`config.mk`:
```
export PLATFORM = sky130hd
export DESIGN_NAME = lpf_top
export DESIGN_NICKNAME = d
export VERILOG_FILES = /design/src/pkg/lpf_pkg.sv /design/src/hw/lpf_top.sv
export SDC_FILE = /design/constraint.sdc
export NUM_CORES = 1
export LEC_CHECK = 0
export ABC_CLOCK_PERIOD_IN_PS = 11300
export BUFFER_PORTS_ARGS = -buffer_cell sky130_fd_sc_hd__clkbuf_2
export CORE_MARGIN = 3
export CORE_UTILIZATION = 43
export CTS_CLUSTER_DIAMETER = 80
export DETAILED_ROUTE_END_ITERATION = 6
export PLACE_DENSITY_LB_ADDON = 0.15
export SLEW_MARGIN = 20
export SYNTH_ARGS = -nofsm -noshare
export SYNTH_HDL_FRONTEND = slang
export SYNTH_HIERARCHICAL = 1
export SYNTH_SLANG_ARGS = --single-unit
```
`constraint.sdc`:
```
create_clock -name clk_sys -period 11.3 [get_ports clk_sys]
set_input_delay 0.565 -clock clk_sys [delete_from_list [all_inputs] [get_ports clk_sys]]
set_output_delay 0.565 -clock clk_sys [all_outputs]
set_load 0.01 [all_outputs]
```
`src/pkg/lpf_pkg.sv`:
```
// constants for the pixel formatter and digital video timing block
// assumes a single 200 MHz clock and a plain strobe register port
package lpf_pkg;
    localparam int CLK_MHZ = 200;
    localparam logic [11:0] ADDR_CTRL   = 12'h000;
    localparam logic [11:0] ADDR_DATA   = 12'h010;
    localparam logic [11:0] ADDR_STAT   = 12'h020;
    localparam logic [11:0] ADDR_VIDEO  = 12'h0C0;
    localparam logic [31:0] CTRL_RESET  = 32'h0000_0000;
    localparam logic [31:0] VIDEO_RESET = 32'h0000_0000;
    localparam logic [31:0] CTRL_WMASK  = 32'h000F_FF83;
    localparam logic [31:0] VIDEO_WMASK = 32'h7FFF_FFFF;
    localparam int CTRL_RUN_BIT  = 0;
    localparam int CTRL_DVI_BIT  = 1;
    localparam int CTRL_CSC_BIT  = 7;
    localparam int CTRL_FMT_LSB  = 8;
    localparam int CTRL_BUSW_LSB = 10;
    localparam int CTRL_OSWZ_LSB = 12;
    localparam int CTRL_ISWZ_LSB = 14;
    localparam int CTRL_MASK_LSB = 16;
    localparam int VID_ACT_LSB   = 20;
    localparam int VID_BLK_LSB   = 10;
    localparam int VID_LINES_LSB = 0;
    localparam int STAT_OVF_BIT  = 0;
    localparam int STAT_LVL_LSB  = 4;
    localparam int STAT_ST_LSB   = 8;
    localparam int STAT_LINE_LSB = 16;
    localparam logic [1:0] SWZ_NONE = 2'h0;
    localparam logic [1:0] SWZ_ALL  = 2'h1;
    localparam logic [1:0] SWZ_HWD  = 2'h2;
    localparam logic [1:0] SWZ_HBYT = 2'h3;
    localparam logic [1:0] BW16 = 2'h0;
    localparam logic [1:0] BW8  = 2'h1;
    localparam logic [1:0] BW18 = 2'h2;
    localparam logic [1:0] BW24 = 2'h3;
    localparam logic [1:0] FMT16 = 2'h0;
    localparam logic [1:0] FMT8  = 2'h1;
    localparam logic [1:0] FMT18 = 2'h2;
    localparam logic [1:0] FMT24 = 2'h3;
    localparam int FIFO_DEPTH = 8;
    localparam int SAMPLE_KHZ = 27000;
    localparam int SAMPLE_DIV = (CLK_MHZ * 1000) / SAMPLE_KHZ;
    localparam int VBLANK_LINES = 20;
    localparam logic [7:0] TRS_FF = 8'hFF;
    localparam logic [7:0] TRS_00 = 8'h00;
    localparam logic [7:0] BLANK_C = 8'h80;
    localparam logic [7:0] BLANK_Y = 8'h10;
    typedef enum logic [3:0] {
        LPF_EAV = 4'b0001,
        LPF_BLK = 4'b0010,
        LPF_SAV = 4'b0100,
        LPF_ACT = 4'b1000
    } lpf_vstate_type;
endpackage : lpf_pkg

```
`src/hw/lpf_top.sv`:
```
// pixel reorder, format, colour conversion and panel / video output
// assumes one clock, synchronous active-low reset, fetch stream on same clock
// Notes on behaviour
// input reorder: none, all bytes, halves, bytes-in-halves
// input reorder same for port and fetch
// output reorder after 24-bit conversion
// input reorder first, output reorder later
// least significant byte or half first
// with conversion, reorder acts on Y Cb Cr
// bus width codes 16, 8, 18, 24
// 16-bit input needs lane mask 3, C, F
// 8-bit input any nonzero mask
// 18-bit input needs mask F
// 24-bit input needs mask 7, E, F
// conversion bit turns RGB into YCbCr
// send programmed active samples per line
// insert programmed blanking samples per line
// frame holds programmed total line count
// lines framed by EAV and SAV codes
////////////////////////////////////////////////////////////////////////////////
module lpf_fifo #(
    parameter int WIDTH = 32,
    parameter int DEPTH = 8
) (
    input  wire logic             clk_sys,
    input  wire logic             reset_n,
    input  wire logic             in_valid,
    output logic                  in_ready,
    input  wire logic [WIDTH-1:0] in_data,
    output logic                  out_valid,
    input  wire logic             out_ready,
    output logic      [WIDTH-1:0] out_data,
    output logic [$clog2(DEPTH):0] level
);
    localparam int AW = $clog2(DEPTH);
    logic [WIDTH-1:0] mem [DEPTH];
    logic [AW:0]      wptr;
    logic [AW:0]      rptr;

    if (DEPTH < 2 || (DEPTH & (DEPTH - 1)) != 0) begin : g_bad_depth
        $error("fifo depth must be a power of two");
    end

    assign level     = wptr - rptr;
    assign in_ready  = (level != (AW + 1)'(DEPTH));
    assign out_valid = (wptr != rptr);
    assign out_data  = mem[rptr[AW-1:0]];

    always_ff @(posedge clk_sys) begin
        if (in_valid && in_ready) begin
            mem[wptr[AW-1:0]] <= in_data;
        end
    end

    always_ff @(posedge clk_sys) begin
        if (!reset_n) begin
            wptr <= '0;
            rptr <= '0;
        end else begin
            if (in_valid && in_ready) begin
                wptr <= wptr + 1'b1;
            end
            if (out_valid && out_ready) begin
                rptr <= rptr + 1'b1;
            end
        end
    end
endmodule : lpf_fifo
////////////////////////////////////////////////////////////////////////////////
module lpf_top
    import lpf_pkg::*;
#(
    parameter int FIFO_WORDS = FIFO_DEPTH,
    parameter int SAMPLE_CYC = SAMPLE_DIV
) (
    input  wire logic        clk_sys,
    input  wire logic        reset_n,
    input  wire logic [11:0] reg_addr,
    input  wire logic [31:0] reg_wdata,
    input  wire logic        reg_wr,
    input  wire logic        reg_rd,
    output logic      [31:0] reg_rdata,
    input  wire logic        fetch_valid,
    output logic             fetch_ready,
    input  wire logic [31:0] fetch_data,
    output logic      [23:0] panel_data,
    output logic             panel_valid,
    output logic       [7:0] video_data,
    output logic             video_valid
);
    if (SAMPLE_CYC < 1 || SAMPLE_CYC > 255) begin : g_bad_div
        $error("sample divider out of range");
    end

    logic [31:0] pixel_path_control;
    logic [31:0] video_line_frame_counts;
    logic        overflow;
    logic [1:0]  iswz, oswz, bus_w, fmt;
    logic        csc_en, run, dvi;
    logic [10:0] active_sample_count;
    logic [9:0]  blank_sample_count;
    logic [9:0]  frame_line_count;

    assign run    = pixel_path_control[CTRL_RUN_BIT];
    assign dvi    = pixel_path_control[CTRL_DVI_BIT];
    assign csc_en = pixel_path_control[CTRL_CSC_BIT];
    assign fmt    = pixel_path_control[CTRL_FMT_LSB +: 2];
    assign bus_w  = pixel_path_control[CTRL_BUSW_LSB +: 2];
    assign oswz   = pixel_path_control[CTRL_OSWZ_LSB +: 2];
    assign iswz   = pixel_path_control[CTRL_ISWZ_LSB +: 2];
    assign active_sample_count = video_line_frame_counts[VID_ACT_LSB +: 11];
    assign blank_sample_count  = video_line_frame_counts[VID_BLK_LSB +: 10];
    assign frame_line_count    = video_line_frame_counts[VID_LINES_LSB +: 10];

    function automatic logic [31:0] reorder(input logic [31:0] w, input logic [1:0] m);
        unique case (m)
            SWZ_ALL:  reorder = {w[7:0], w[15:8], w[23:16], w[31:24]};
            SWZ_HWD:  reorder = {w[15:0], w[31:16]};
            SWZ_HBYT: reorder = {w[23:16], w[31:24], w[7:0], w[15:8]};
            default:  reorder = w;
        endcase
    endfunction : reorder

    ////////////////////////////////////////////////////////////////////////////
    // input side: a data port write beats the fetch stream in the same cycle
    logic        port_push, fifo_in_valid, fifo_in_ready;
    logic [31:0] fifo_in_data, fifo_out_data;
    logic        fifo_out_valid, fifo_out_ready;
    logic [$clog2(FIFO_WORDS):0] fifo_level;

    assign port_push     = reg_wr && reg_addr == ADDR_DATA;
    assign fetch_ready   = run && fifo_in_ready && !port_push;
    assign fifo_in_valid = port_push || (fetch_valid && fetch_ready);
    assign fifo_in_data  = reorder(port_push ? reg_wdata : fetch_data, iswz);

    lpf_fifo #(.WIDTH(32), .DEPTH(FIFO_WORDS)) u_fifo (
        .clk_sys  (clk_sys),
        .reset_n  (reset_n),
        .in_valid (fifo_in_valid),
        .in_ready (fifo_in_ready),
        .in_data  (fifo_in_data),
        .out_valid(fifo_out_valid),
        .out_ready(fifo_out_ready),
        .out_data (fifo_out_data),
        .level    (fifo_level)
    );

    ////////////////////////////////////////////////////////////////////////////
    // expand to 24 bits per pixel, one pixel per word; lane mask is not used
    // since the mask legality is software's duty
    logic [23:0] pix;
    logic signed [17:0] r, g, b, ys, cbs, crs;
    logic [23:0] conv;
    logic [31:0] next_word;

    always_comb begin
        unique case (fmt)
            FMT16: pix = {fifo_out_data[15:11], fifo_out_data[15:13],
                          fifo_out_data[10:5], fifo_out_data[10:9],
                          fifo_out_data[4:0], fifo_out_data[4:2]};
            FMT8:  pix = {3{fifo_out_data[7:0]}};
            FMT18: pix = {fifo_out_data[17:12], fifo_out_data[17:16],
                          fifo_out_data[11:6], fifo_out_data[11:10],
                          fifo_out_data[5:0], fifo_out_data[5:4]};
            default: pix = fifo_out_data[23:0];
        endcase
    end

    // fixed integer coefficients, studio range; no chroma decimation here
    always_comb begin
        r   = 18'(pix[23:16]);
        g   = 18'(pix[15:8]);
        b   = 18'(pix[7:0]);
        ys  = 18'sd16 + ((18'sd66 * r + 18'sd129 * g + 18'sd25 * b + 18'sd128) >>> 8);
        cbs = 18'sd128 + ((-18'sd38 * r - 18'sd74 * g + 18'sd112 * b + 18'sd128) >>> 8);
        crs = 18'sd128 + ((18'sd112 * r - 18'sd94 * g - 18'sd18 * b + 18'sd128) >>> 8);
        conv = csc_en ? {crs[7:0], cbs[7:0], ys[7:0]} : pix;
        next_word = reorder({8'h00, conv}, oswz);
    end

    ////////////////////////////////////////////////////////////////////////////
    // beat engine: shifts each word out low part first
    logic [31:0] out_word;
    logic [1:0]  beats;
    logic [1:0]  eff_w, nbeats;
    logic        load, advance, take;
    lpf_vstate_type vst;
    logic [10:0] scnt;
    logic [9:0]  line;
    logic [7:0]  div;
    logic        tick;

    assign eff_w = dvi ? BW8 : bus_w; // video samples are byte wide
    always_comb begin
        unique case (eff_w)
            BW16:    nbeats = 2'd2;
            BW8:     nbeats = 2'd3;
            default: nbeats = 2'd1;
        endcase
    end
    assign load           = run && fifo_out_valid && beats == 2'd0;
    assign fifo_out_ready = load;
    assign take           = dvi && vst == LPF_ACT && tick && beats != 2'd0;
    assign advance        = dvi ? take : beats != 2'd0;

    always_ff @(posedge clk_sys) begin
        if (!reset_n) begin
            out_word <= '0;
            beats    <= '0;
        end else if (load) begin
            out_word <= next_word;
            beats    <= nbeats;
        end else if (advance) begin
            out_word <= (eff_w == BW16) ? out_word >> 16 : out_word >> 8;
            beats    <= beats - 1'b1;
        end
    end

    always_ff @(posedge clk_sys) begin
        if (!reset_n) begin
            panel_data  <= '0;
            panel_valid <= 1'b0;
        end else begin
            panel_valid <= !dvi && beats != 2'd0;
            unique case (eff_w)
                BW16:    panel_data <= {8'h00, out_word[15:0]};
                BW8:     panel_data <= {16'h0000, out_word[7:0]};
                BW18:    panel_data <= {6'h00, out_word[17:0]};
                default: panel_data <= out_word[23:0];
            endcase
        end
    end

    ////////////////////////////////////////////////////////////////////////////
    // video timing: EAV, blanking, SAV, active, one sample per tick
    logic last_s, is_v, is_h;
    logic [7:0] xy;

    always_ff @(posedge clk_sys) begin
        if (!reset_n || !dvi || div == 8'(SAMPLE_CYC - 1)) begin
            div <= '0;
        end else begin
            div <= div + 1'b1;
        end
    end
    assign tick = dvi && div == 8'(SAMPLE_CYC - 1);

    always_comb begin
        unique case (vst)
            LPF_BLK: last_s = scnt + 11'd1 >= {1'b0, blank_sample_count};
            LPF_ACT: last_s = scnt + 11'd1 >= active_sample_count;
            default: last_s = scnt == 11'd3;
        endcase
    end
    assign is_v = line < 10'(VBLANK_LINES);
    assign is_h = vst == LPF_EAV;
    assign xy   = {1'b1, 1'b0, is_v, is_h, is_v ^ is_h, is_h, is_v, is_v ^ is_h};

    always_ff @(posedge clk_sys) begin
        if (!reset_n || !dvi) begin
            vst  <= LPF_EAV;
            scnt <= '0;
            line <= '0;
        end else if (tick) begin
            scnt <= last_s ? 11'd0 : scnt + 1'b1;
            if (last_s) begin
                unique case (vst)
                    LPF_EAV: vst <= LPF_BLK;
                    LPF_BLK: vst <= LPF_SAV;
                    LPF_SAV: vst <= LPF_ACT;
                    LPF_ACT: begin
                        vst  <= LPF_EAV;
                        line <= (line + 10'd1 >= frame_line_count) ? 10'd0 : line + 1'b1;
                    end
                endcase
            end
        end
    end

    always_ff @(posedge clk_sys) begin
        if (!reset_n) begin
            video_data  <= '0;
            video_valid <= 1'b0;
        end else begin
            video_valid <= tick;
            if (tick) begin
                unique case (vst)
                    LPF_BLK: video_data <= scnt[0] ? BLANK_Y : BLANK_C;
                    LPF_ACT: video_data <= take ? out_word[7:0]
                                          : (scnt[0] ? BLANK_Y : BLANK_C);
                    default: video_data <= scnt == 11'd0 ? TRS_FF
                                          : scnt == 11'd3 ? xy : TRS_00;
                endcase
            end
        end
    end

    ////////////////////////////////////////////////////////////////////////////
    // registers; a full fifo drops a port write rather than stall the bus
    logic ovf_set, ovf_clr;
    assign ovf_set = port_push && !fifo_in_ready;
    assign ovf_clr = reg_wr && reg_addr == ADDR_STAT && reg_wdata[STAT_OVF_BIT];

    always_ff @(posedge clk_sys) begin
        if (!reset_n) begin
            pixel_path_control      <= CTRL_RESET;
            video_line_frame_counts <= VIDEO_RESET;
        end else if (reg_wr && reg_addr == ADDR_CTRL) begin
            pixel_path_control <= reg_wdata & CTRL_WMASK;
        end else if (reg_wr && reg_addr == ADDR_VIDEO) begin
            video_line_frame_counts <= reg_wdata & VIDEO_WMASK;
        end
    end

    always_ff @(posedge clk_sys) begin
        if (!reset_n) begin
            overflow <= 1'b0;
        end else if (ovf_set) begin
            overflow <= 1'b1;
        end else if (ovf_clr) begin
            overflow <= 1'b0;
        end
    end

    always_ff @(posedge clk_sys) begin
        if (!reset_n) begin
            reg_rdata <= '0;
        end else if (reg_rd) begin
            unique case (reg_addr)
                ADDR_CTRL:  reg_rdata <= pixel_path_control;
                ADDR_VIDEO: reg_rdata <= video_line_frame_counts;
                ADDR_STAT:  reg_rdata <= {6'h00, line, 4'h0, vst, 4'(fifo_level),
                                          3'h0, overflow};
                default:    reg_rdata <= 32'h0000_0000;
            endcase
        end else begin
            reg_rdata <= 32'h0000_0000;
        end
    end

    ////////////////////////////////////////////////////////////////////////////
    property p_port_swz;
        @(posedge clk_sys) disable iff (!reset_n)
        (port_push && iswz == SWZ_ALL) |-> fifo_in_data ==
            {reg_wdata[7:0], reg_wdata[15:8], reg_wdata[23:16], reg_wdata[31:24]};
    endproperty
    a_port_swz: assert property (p_port_swz) else $error("port reorder wrong");

    property p_fetch_swz;
        @(posedge clk_sys) disable iff (!reset_n)
        (fetch_valid && fetch_ready && iswz == SWZ_HWD)
            |-> fifo_in_data == {fetch_data[15:0], fetch_data[31:16]};
    endproperty
    a_fetch_swz: assert property (p_fetch_swz) else $error("fetch reorder wrong");

    property p_out_swz;
        @(posedge clk_sys) disable iff (!reset_n)
        (load && !csc_en && fmt == FMT24 && oswz == SWZ_HBYT)
            |=> out_word == reorder({8'h00, $past(fifo_out_data[23:0])}, SWZ_HBYT);
    endproperty
    a_out_swz: assert property (p_out_swz) else $error("output reorder wrong");

    property p_half_first;
        @(posedge clk_sys) disable iff (!reset_n)
        (load && !dvi && bus_w == BW16) ##1 (!dvi && bus_w == BW16)
            |=> panel_valid && panel_data[15:0] == $past(out_word[15:0], 1);
    endproperty
    a_half_first: assert property (p_half_first) else $error("low half not first");

    property p_csc_black;
        @(posedge clk_sys) disable iff (!reset_n)
        (load && csc_en && pix == 24'h000000 && oswz == SWZ_NONE)
            |=> out_word[23:0] == 24'h808010;
    endproperty
    a_csc_black: assert property (p_csc_black) else $error("black not Y16");

    property p_act_end;
        @(posedge clk_sys) disable iff (!reset_n)
        (dvi && tick && vst == LPF_ACT && scnt + 11'd1 >= active_sample_count)
            |=> vst == LPF_EAV && scnt == 11'd0;
    endproperty
    a_act_end: assert property (p_act_end) else $error("active length wrong");

    property p_blk_end;
        @(posedge clk_sys) disable iff (!reset_n)
        (dvi && tick && vst == LPF_BLK && scnt + 11'd1 < {1'b0, blank_sample_count})
            |=> vst == LPF_BLK;
    endproperty
    a_blk_end: assert property (p_blk_end) else $error("blanking cut short");

    property p_frame_wrap;
        @(posedge clk_sys) disable iff (!reset_n)
        (dvi && tick && vst == LPF_ACT && last_s && line + 10'd1 >= frame_line_count)
            |=> line == 10'd0;
    endproperty
    a_frame_wrap: assert property (p_frame_wrap) else $error("frame length wrong");

    property p_eav_code;
        @(posedge clk_sys) disable iff (!reset_n)
        (tick && vst == LPF_EAV && scnt == 11'd0) |=> video_valid && video_data == TRS_FF;
    endproperty
    a_eav_code: assert property (p_eav_code) else $error("missing timing code");
endmodule : lpf_top

```
* After elaboration in Yosys (flattened, before gate mapping)
Memory sizes are Yosys's and may differ from the RTL's. A register that Yosys moved wholly into a read port is not among the register bits. Index checks and enable logic that the tools add are counted.
Cells by class: $add $sub $neg 19, $mul 9, magnitude comparators 4, equal/unequal tests 21, mux-type cells 30, bitwise operators 2, reductions and logical operators 37
Operators with widths (count):
- one-hot mux 32 bit (3 select lines) | 2
- one-hot mux 24 bit (3 select lines) | 2
- two-way mux 32 bit | 3
- one-hot mux 31 bit (3 select lines) | 1
- adder 16 x 9 -> 16 bit (second input constant) | 3
- two-way mux 24 bit | 2
- multiplier 6 x 8 -> 14 bit (first input constant) | 3
- two-way mux 8 bit | 4
- multiplier 3 x 8 -> 11 bit (first input constant) | 2
- logical AND 1 bit | 18
- adder 15 x 16 -> 16 bit | 1
- adder 16 x 13 -> 16 bit | 1
- adder 16 bit | 1
- adder 8 bit (first input constant) | 2
- multiplier 8 x 8 -> 16 bit (first input constant) | 1
- one-hot mux 4 bit (4 select lines) | 1
- one-hot mux 8 bit (2 select lines) | 1
- subtractor 15 x 15 -> 16 bit | 1
- subtractor 16 x 14 -> 16 bit | 1
- subtractor 16 bit | 1
- multiplier 6 x 9 -> 15 bit (first input constant) | 1
- multiplier 5 x 8 -> 13 bit (first input constant) | 1
- equality test 12 x 5 -> 1 bit (second input constant) | 1
- equality test 12 x 6 -> 1 bit (second input constant) | 1
- 40 further kinds | 67
Storage, ports and cells: register bits after elaboration 188, memory bits (writable) 256, input bits 81, output and inout bits 67, word-level logic and storage cells 139, memories 1
Memories:
- u_fifo.mem | words 8, width 32, rd ports 1, clocked after memory_dff 1, write ports 1, RTL line lpf_top.sv:36 | logic [WIDTH-1:0] mem [DEPTH];

* Longest topological paths before layout
Gate-level depths: netlist of the first run.
word-level depth 10, mapped depth 36, mapped depth without buffers 34

* By module
The synthesis of the first run kept the hierarchy.
Modules (own cells, without submodules):
- lpf_top | times used 1, cells each 2101, area an instance 18143.7 µm², sequential area each 3583.4 µm²
- lpf_fifo | times used 1, cells each 452, area an instance 10415.0 µm², sequential area each 7907.6 µm²

* Least setup slack after synthesis of the first run
No wires, ideal clock.
path type register -> register, start point register (tool-made name), end point register out_word[6], setup time 0.122 ns, arrival 7.880 ns, data required time 11.178 ns, path slack 3.298 ns, stages on the path, launching flop included 33, path through dfxtp_1 buf_6 buf_8 mux4_1 mux2_2 mux4_2 ha_1 ha_1 ha_1 inv_1 fa_1 xnor2_1 ha_1 inv_1 fa_1 inv_1 fa_1 fa_1 ha_1 ha_1 buf_2 a21o_1 a221oi_2 mux2i_1 a22oi_1 nand2_1 ha_1 xor2_1 xnor2_1 mux2i_1 or3_1 o21ai_0 o311a_1
RTL lines:
- to (signal assigned) | RTL line lpf_top.sv:211 | out_word <= next_word;
- to (signal assigned) | RTL line lpf_top.sv:214 | out_word <= (eff_w == BW16) ? out_word >> 16 : out_word >> 8;
- to (decl) | RTL line lpf_top.sv:183 | logic [31:0] out_word;

==> flow_summary.yaml, run 1 <==
run_status:
  status: "finished, final reports clean"
clock_network:
  clk-insertion-delay-late_ns: 0.60
  cts_setup_buffers: 0
  htree_levels: 2
  ctsRootBufferMaster: "clkbuf_16"
  clock_sinks: 382
  cts_tree: "done"
  clockBufferDepth: 3
  numCtsBuffers: 42
  cts_hold_buf: 0
  path_clk_slew_ns: 0.06
  cts_resized: 0
timing:
  clock_skew_ns: 0.05887
  min_period_ns: 9.174
  setup-violations-final: 0
  final_max_slew_viol_count: 0
  finalHoldViolations: 0
  timing.slew.headroom_pct: 31.43
  tightestPinTransition_ns: 1.019
  fin_setup_tns_ns: 0
  max_freq_mhz: 109.0
  timing.hold.ws_ns: 0.2166
  period_share_pct: 81.19
  grt_setup_unrepaired: "false"
hold_path:
  min_from: "reg_wdata[5]"
  hold_path.class: "primary input to flop"
  worstHoldPathCells: 3
  hold_path_end: "video_line_frame_counts[5]"
critical_path:
  worstPathRequired_ns: 11.76
  cp-end-kind: "flop"
  cp_common_cell: "ha_1"
  r2r_end: "out_word[6]"
  path_buf_inv: 5
  r2r_slack_ns: 2.13
  critical_path_class: "flop to flop"
  path_max_fanout: 28
  cp_top_family: "adder cells"
  r2r_cells: 30
  startpoint_type: "flop"
  arrival_ns: 9.63
  max_stage_delay_ns: 0.72
  crit_slowest_cell: "dfxtp_4"
synth:
  netlist_instances: 2457
  avgSynthCellArea_um2: 10.62
  syn_area_um2: 26100
  ys_warn_count: 6
  syn_nets: 2920
global_route:
  met2_usage_pct: 36.11
  antenna_found_initial: 0
  use_met3_pct: 2.871
  grt_pass1_vias: 18900
  grt_max_degree: 64
  grt_overflow: 0
  grt_pass1_wl_mm: 110.4
  busiest_layer: "met2"
  gr-usage-all-layers_pct: 22.46
  grt_use_met1_pct: 31.92
drt:
  dr.pass1.iters: 6
  first_iter_violations: 1439
  routedWlPerCell_um: 21.23
  drt_wl_total_mm: 71.79
  vias: 18730
  vias_per_cell: 5.541
  ant_nets: 0
  route.detailed.drc: 0
pwr:
  pwr-share-clk_pct: 45.4
  seqPwrFrac_pct: 48.8
  powerDensity_nw_per_um2: 105.3
  swShare_pct: 23.18
  leakagePower_nw: 12.18
  power_switching_w: 0.0007100
  intPower_w: 0.002353
  ir_worst_vdd_uv: 115.7
  comb_power_share_pct: 5.8
floorplan:
  dieArea_um2: 63680
  start_util_pct: 43.80
  core_um2: 59580
  rows: 89
  die_h_um: 252.4
  io_pins: 148
  die_w_um: 252.4
cells_and_area:
  area_growth_pct: 11.41
  num-nets-final: 3037
  drive_above_1_share_pct: 14.96
place:
  dp_hpwl_mm: 53.51
  portBuffers: 146
  gp_congestion: 0.9184
run:
  maxCapViolCount: 0
## power by group through the flow
| stage | Clock [W] | Combinational [W] | Sequential [W] |
|---|---|---|---|
| after floorplan | 0 | 0.000105 | 0.00152 |
| after global placement | 0 | 0.000175 | 0.00152 |
| after detailed placement | 0 | 0.000177 | 0.00152 |
| after CTS | 0.00142 | 0.000178 | 0.00149 |
| after global routing | 0.00147 | 0.000195 | 0.00150 |
| final | 0.00139 | 0.000178 | 0.00149 |
## layout make-up
class | count | area (um2)
Timing Repair Buffer | 181 | 993.5
Clock inverter | 17 | 264.0
Tap cell | 773 | 967.2
Multi-Input combinational cell | 1699 | 15110
Sequential cell | 382 | 9575
Antenna cell | 1 | 2.502
Fill cell | 5450 | 30500
Inverter | 268 | 1006
Clock buffer | 60 | 1152
## flip-flops by register name, summed over array words and instances, names as in the netlist, named ones only
name,cells
u_fifo/mem,192
out_word,32
reg_rdata,31
video_line_frame_counts,31
panel_data,24
pixel_path_control,15
scnt,11
line,10
div,8
video_data,8
u_fifo/rptr,4
u_fifo/wptr,4
vst,4
beats,2
overflow,1
panel_valid,1
video_valid,1
## layout by cell type, fill, tap and decap left out, types with 13 or more instances in the layout
cell type,count
and3_1,27
xor2_1,35
mux2i_1,88
nor2_1,117
o21ai_0,60
edfxtp_1,192
a21boi_1,22
o21bai_1,20
and2_1,39
nor3_1,22
a31oi_1,17
xnor2_1,63
fa_1,97
mux4_2,50
dfxtp_1,187
nand2_1,218
ha_1,285
mux4_1,13
a22oi_1,18
nand3_1,55
a21oi_1,137
mux2_2,55
clkbuf_16,42
nor2b_1,17
a21boi_0,26
inv_1,265
a21o_1,29
clkbuf_1,14
buf_4,35
clkbuf_2,145
## per-layer routing
| layer | routed length [um] | vias up | share of wire [%] |
|---|---|---|---|
| met5 | 0 | - | 0 |
| met4 | 2008 | 0 | 2.8 |
| met3 | 3656 | 101 | 5.1 |
| met2 | 33010 | 509 | 46 |
| met1 | 33110 | 9182 | 46 |
| li1 | - | 8941 | - |
## metrics by stage
stage | worst slack (ns) | area (um2) | power [W] | instances | utilization, %
4_1_cts | 1.769 | 29050 | 0.003092 | 3380 | 48.77
3_3_place_gp | 1.999 | 27640 | 0.001699 | 3303 | 46.39
3_5_place_dp | 1.783 | 27640 | 0.001701 | 3303 | 46.39
2_1_floorplan | 3.309 | 26100 | 0.001623 | 2457 | -
6_report | 2.126 | 29070 | 0.003063 | 3381 | 48.80
5_1_grt | 1.613 | 29070 | 0.003162 | 3380 | 48.80
## worst max path at each step
stage / startpoint / slack [ns] / cells after the start / to
floorplan: flop / 3.31 / 32 / out_word[6]
global placement: flop / 2.00 / 30 / out_word[6]
detailed placement: flop / 1.78 / 30 / out_word[6]
CTS: flop / 1.77 / 30 / out_word[6]
global route: flop / 1.61 / 30 / out_word[6]
finish: flop / 2.13 / 30 / out_word[6]
## worst min-delay path, cell delays in order
cell	delay, ns
clkbuf_2	0.09
nand2_1	0.05
a21boi_1	0.05
(Power assumes the default switching activity.)
==> run 2, diff against run 1 <==
--- a/config.mk
+++ b/config.mk
@@ -5,7 +5,7 @@
 export SDC_FILE = /design/constraint.sdc
 export NUM_CORES = 1
 export LEC_CHECK = 0
-export ABC_CLOCK_PERIOD_IN_PS = 11300
+export ABC_CLOCK_PERIOD_IN_PS = 9000
 export BUFFER_PORTS_ARGS = -buffer_cell sky130_fd_sc_hd__clkbuf_2
 export CORE_MARGIN = 3
 export CORE_UTILIZATION = 43
==> constraint.sdc (replaced) <==
create_clock -name clk_sys -period 9 [get_ports clk_sys]
set_input_delay 0.45 -clock clk_sys [delete_from_list [all_inputs] [get_ports clk_sys]]
set_output_delay 0.45 -clock clk_sys [all_outputs]
set_load 0.01 [all_outputs]
==> run 2 against run 1 <==
Clock power increased by 22%. Critical path depth unchanged. Hold slack got worse by 0.12 ns. Sequential share of layout area decreased by 0.14 points. Maximum frequency increased by 8.3%. Sequential cell count unchanged. Count of clock-buffer cells in the layout decreased by 7. Non-clock buffer count increased by 15.
==> flow_summary.yaml, run 2 (same netlist as run 1, synthesis figures left out) <==
timing:
  final_max_slew_viol_count: 0
  grt_setup_unrepaired: "false"
  tightestPinTransition_ns: 1.135
  period_share_pct: 94.16
  clock_skew_ns: 0.05714
  min_period_ns: 8.474
  fin_setup_tns_ns: 0
  finalHoldViolations: 0
  timing.slew.headroom_pct: 24.15
  timing.hold.ws_ns: 0.1012
  max_freq_mhz: 118.0
  setup-violations-final: 0
drt:
  vias_per_cell: 5.566
  first_iter_violations: 1294
  ant_nets: 0
  drt_wl_total_mm: 70.65
  vias: 18890
  dr.pass1.iters: 7
  routedWlPerCell_um: 20.82
  route.detailed.drc: 0
place:
  gp_congestion: 0.8836
  place_area_um2: 27770
  placed_cells: 3317
  dp_hpwl_mm: 52.73
  portBuffers: 146
floorplan:
  start_util_pct: 43.80
  io_pins: 148
  die_w_um: 252.4
  rows: 89
  core_um2: 59580
  die_h_um: 252.4
  dieArea_um2: 63680
critical_path:
  r2r_cells: 30
  crit_slowest_cell: "mux4_1"
  arrival_ns: 8.93
  r2r_slack_ns: 0.53
  critical_path_class: "flop to flop"
  worstPathRequired_ns: 9.46
  cp-end-kind: "flop"
  r2r_end: "out_word[6]"
  startpoint_type: "flop"
  path_max_fanout: 24
  max_stage_delay_ns: 0.56
  cp_common_cell: "ha_1"
clock_network:
  cts_tree: "done"
  clockBufferDepth: 3
  ctsRootBufferMaster: "clkbuf_16"
  clock_sinks: 382
  cts_hold_buf: 0
  htree_levels: 2
  path_clk_slew_ns: 0.06
  numCtsBuffers: 42
  clk-insertion-delay-late_ns: 0.60
pwr:
  leakagePower_nw: 12.23
  seqPwrFrac_pct: 49.3
  power_w: 0.003801
  swShare_pct: 23.32
  intPower_w: 0.002915
  powerDensity_nw_per_um2: 130.2
  power_switching_w: 0.0008866
  comb_power_share_pct: 5.9
  pwr-share-clk_pct: 44.9
  ir_worst_vdd_uv: 132.9
cells_and_area:
  mostFrequentLayoutCell: "ha_1"
  largest_reg_flops: 192
  fin_cells: 3394
  drive_above_1_share_pct: 15.57
  final_area_um2: 29190
  fillers: 5456
  num-nets-final: 3052
  regArea_um2: 9573
  multi_input_area_um2: 15100
  area_growth_pct: 11.87
  most-common-layout-cells: "285 x ha_1, 265 x inv_1, 219 x nand2_1, 192 x edfxtp_1, 187 x dfxtp_1"
global_route:
  grt_pass1_wl_mm: 110.8
  antenna_found_initial: 1
  grt_max_degree: 59
  grt_pass1_vias: 19260
  grt_overflow: 0
  gr-usage-all-layers_pct: 22.49
hold_path:
  hold_path.class: "primary input to flop"
  worstHoldPathCells: 3
  hold_path_end: "video_line_frame_counts[5]"
  min_from: "reg_wdata[5]"
run_status:
  status: "finished, final reports clean"
run:
  maxCapViolCount: 0
## run 2: cell type report
class	instances	share of cell area, %
multi-input cells	1699	51.73
flip-flops and latches	382	32.79
repair buffers	196	3.960
clock buffers	53	3.844
inverters	268	3.446
well taps	773	3.313
clock inverters	22	0.9129
diodes	1	0.008572
## run 2: how the worst max path moves through the flow
stage	from	end	slack (ns)	depth (start not counted)
final	flop	out_word[6]	0.53	30
after global routing	flop	out_word[6]	0.07	32
after CTS	flop	out_word[6]	0.49	30
after detailed placement	flop	out_word[23]	0.51	28
after global placement	flop	out_word[23]	0.57	28
after floorplan	flop	out_word[6]	1.01	32
## run 2: power groups by stage
stage	registers [W]	clock network (W)	logic [W]
global placement	0.00191	0	0.000220
global route	0.00188	0.00182	0.000248
detailed placement	0.00191	0	0.000221
floorplan	0.00191	0	0.000132
CTS	0.00187	0.00175	0.000222
finish	0.00187	0.00170	0.000223
## run 2: worst max-delay path, delay by kind of cell (launching register included)
family / cells / cell delay [ns]
compound gates: 4 / 0.76
xor+xnor: 3 / 0.41
fa+ha+maj: 11 / 3.89
buf+inv: 5 / 0.59
flops: 1 / 0.43
mux: 4 / 1.66
simple gates: 3 / 0.63
## run 2: what timing repair did
item,CTS,global route
setup buffers,0,0
setup endpoints to repair,0,1
resized for setup,0,1
## run 2: stage by stage
stage / setup slack (ns) / util (%)
2_1_floorplan: 1.009 / -
3_3_place_gp: 0.5713 / 46.61
3_5_place_dp: 0.5054 / 46.61
5_1_grt: 0.07456 / 49.00
6_report: 0.5260 / 49.00
4_1_cts: 0.4927 / 48.94
## run 2: layer usage
| layer | track usage (%) | vias to the layer above | wire, um | part of all wire (%) |
|---|---|---|---|---|
| li1 | - | 8980 | - | - |
| met1 | 31.01 | 9321 | 32100 | 45 |
| met2 | 37.19 | 486 | 33180 | 47 |
| met4 | 6.262 | 0 | 1925 | 2.7 |
| met3 | 3.221 | 104 | 3446 | 4.9 |
| met5 | 0 | - | 0 | 0 |
==> run 3, diff against run 2 <==
--- a/config.mk
+++ b/config.mk
@@ -6,7 +6,7 @@
 export NUM_CORES = 1
 export LEC_CHECK = 0
 export ABC_CLOCK_PERIOD_IN_PS = 9000
-export BUFFER_PORTS_ARGS = -buffer_cell sky130_fd_sc_hd__clkbuf_2
+export BUFFER_PORTS_ARGS = -buffer_cell sky130_fd_sc_hd__buf_2
 export CORE_MARGIN = 3
 export CORE_UTILIZATION = 43
 export CTS_CLUSTER_DIAMETER = 80
==> run 3 against run 2 <==
Cell area increased by 0.30%. Global-route usage barely moved. Register-to-register slack better by 0.06 ns. Critical path depth did not move. Die area is the same. Wire length increased by 1.4%. Non-clock buffer count is 5 higher. Via count up 0.53%. Sequential cell count stayed put.
==> flow_summary.yaml, run 3 (same netlist as run 1, synthesis figures left out) <==
run_status:
  status: "finished, final reports clean"
drt:
  routedWlPerCell_um: 21.05
  first_iter_violations: 1523
  route.detailed.drc: 0
  drt_wl_total_mm: 71.61
  vias: 18990
  vias_per_cell: 5.583
  ant_nets: 0
  dr.pass1.iters: 6
place:
  dp_hpwl_mm: 54.10
  place_area_um2: 27810
  placed_cells: 3323
  portBuffers: 146
  place_ws_ns: 0.5724
  gp_congestion: 0.8865
clock_network:
  ctsRootBufferMaster: "clkbuf_16"
  cts_tree: "done"
  clk-insertion-delay-late_ns: 0.58
  htree_levels: 2
  clockBufferDepth: 3
  path_clk_slew_ns: 0.06
  cts_hold_buf: 0
  cts_setup_buffers: 0
  cts_resized: 0
  clock_sinks: 382
  numCtsBuffers: 43
run:
  maxCapViolCount: 0
cells_and_area:
  fillers: 5409
  drive_above_1_share_pct: 16.01
  mostFrequentLayoutCell: "ha_1"
  fin_cells: 3402
  largest_reg_flops: 192
  num_antenna_cells: 0
  regArea_um2: 9574
  area_growth_pct: 12.21
  most-common-layout-cells: "285 x ha_1, 265 x inv_1, 218 x nand2_1, 192 x edfxtp_1, 186 x dfxtp_1"
  num-nets-final: 3058
  multi_input_area_um2: 15100
  final_area_um2: 29280
timing:
  timing.slew.headroom_pct: 27.66
  max_freq_mhz: 118.8
  grt_setup_unrepaired: "false"
  min_period_ns: 8.419
  period_share_pct: 93.54
  finalHoldViolations: 0
  timing.hold.ws_ns: 0.1268
  setup_ws_ns: 0.5813
  setup-violations-final: 0
  tightestPinTransition_ns: 1.084
  fin_setup_tns_ns: 0
  clock_skew_ns: 0.03101
  final_max_slew_viol_count: 0
critical_path:
  max_stage_delay_ns: 0.57
  startpoint_type: "flop"
  path_buf_inv: 5
  worstPathRequired_ns: 9.45
  critical_path_class: "flop to flop"
  cp_top_family: "adder cells"
  cp-end-kind: "flop"
  cp_common_cell: "ha_1"
  arrival_ns: 8.87
  path_max_fanout: 28
  crit_slowest_cell: "mux4_1"
global_route:
  grt_pass1_wl_mm: 110.4
  grt_use_met1_pct: 31.14
  busiest_layer: "met2"
  grt_pass1_vias: 19110
  antenna_found_initial: 2
  use_met3_pct: 3.447
  grt_overflow: 0
  gr-usage-all-layers_pct: 22.54
  met2_usage_pct: 36.93
  grt_max_degree: 60
hold_path:
  hold_path.class: "primary input to flop"
floorplan:
  dieArea_um2: 63680
  die_h_um: 252.4
  io_pins: 148
  die_w_um: 252.4
  core_um2: 59580
  rows: 89
  start_util_pct: 43.80
pwr:
  leakagePower_nw: 12.35
  powerDensity_nw_per_um2: 133.1
  ir_worst_vdd_uv: 114.0
-- run 3: report_power, final --
part	internal, W	total, W	leakage (nW)	switching [W]
sequential	0.00185	0.00188	3.26	0.0000238
combinational	0.0000828	0.000228	8.38	0.000145
clock	0.00107	0.00179	0.714	0.000727
-- run 3: worst min-delay path, delay by kind of cell --
family | cells | cell delay, ns
buffers and inverters | 1 | 0.11
AO/OA/AOI/OAI | 1 | 0.05
AND/OR/NAND/NOR | 1 | 0.05
-- run 3: final timing paths --
kind                            slack, ns                    endpoint  depth (start not counted)                        from
worst max-delay path                 0.58                 out_word[6]                         30                        flop
worst min-delay path                 0.13  video_line_frame_counts[5]                          3                reg_wdata[5]
worst max register to register       0.58                 out_word[6]                         30                        flop
worst min register to register       0.47  video_line_frame_counts[3]                          2  video_line_frame_counts[3]
-- run 3: area by class of cell --
type | count | area share (%)
clock buffers | 53 | 3.940
clock inverters | 26 | 1.060
inverters | 268 | 3.435
multi-input cells | 1699 | 51.58
flip-flops and latches | 382 | 32.70
well taps | 773 | 3.303
repair buffers | 201 | 3.991
-- run 3: metal layers --
layer  wire length (um)  share of wire (%)  up-vias
met5                 13              0.018        -
met4               1918                2.7        2
met3               3923                5.5      110
met2              33310                 47      541
met1              32450                 45     9339
li1                   -                  -     9000
-- run 3: stage by stage --
stage | total power (W) | utilization, %
after floorplan | 0.002037 | -
after global placement | 0.002136 | 46.68
after detailed placement | 0.002141 | 46.68
after CTS | 0.003935 | 49.14
after global routing | 0.004026 | 49.15
final | 0.003898 | 49.15
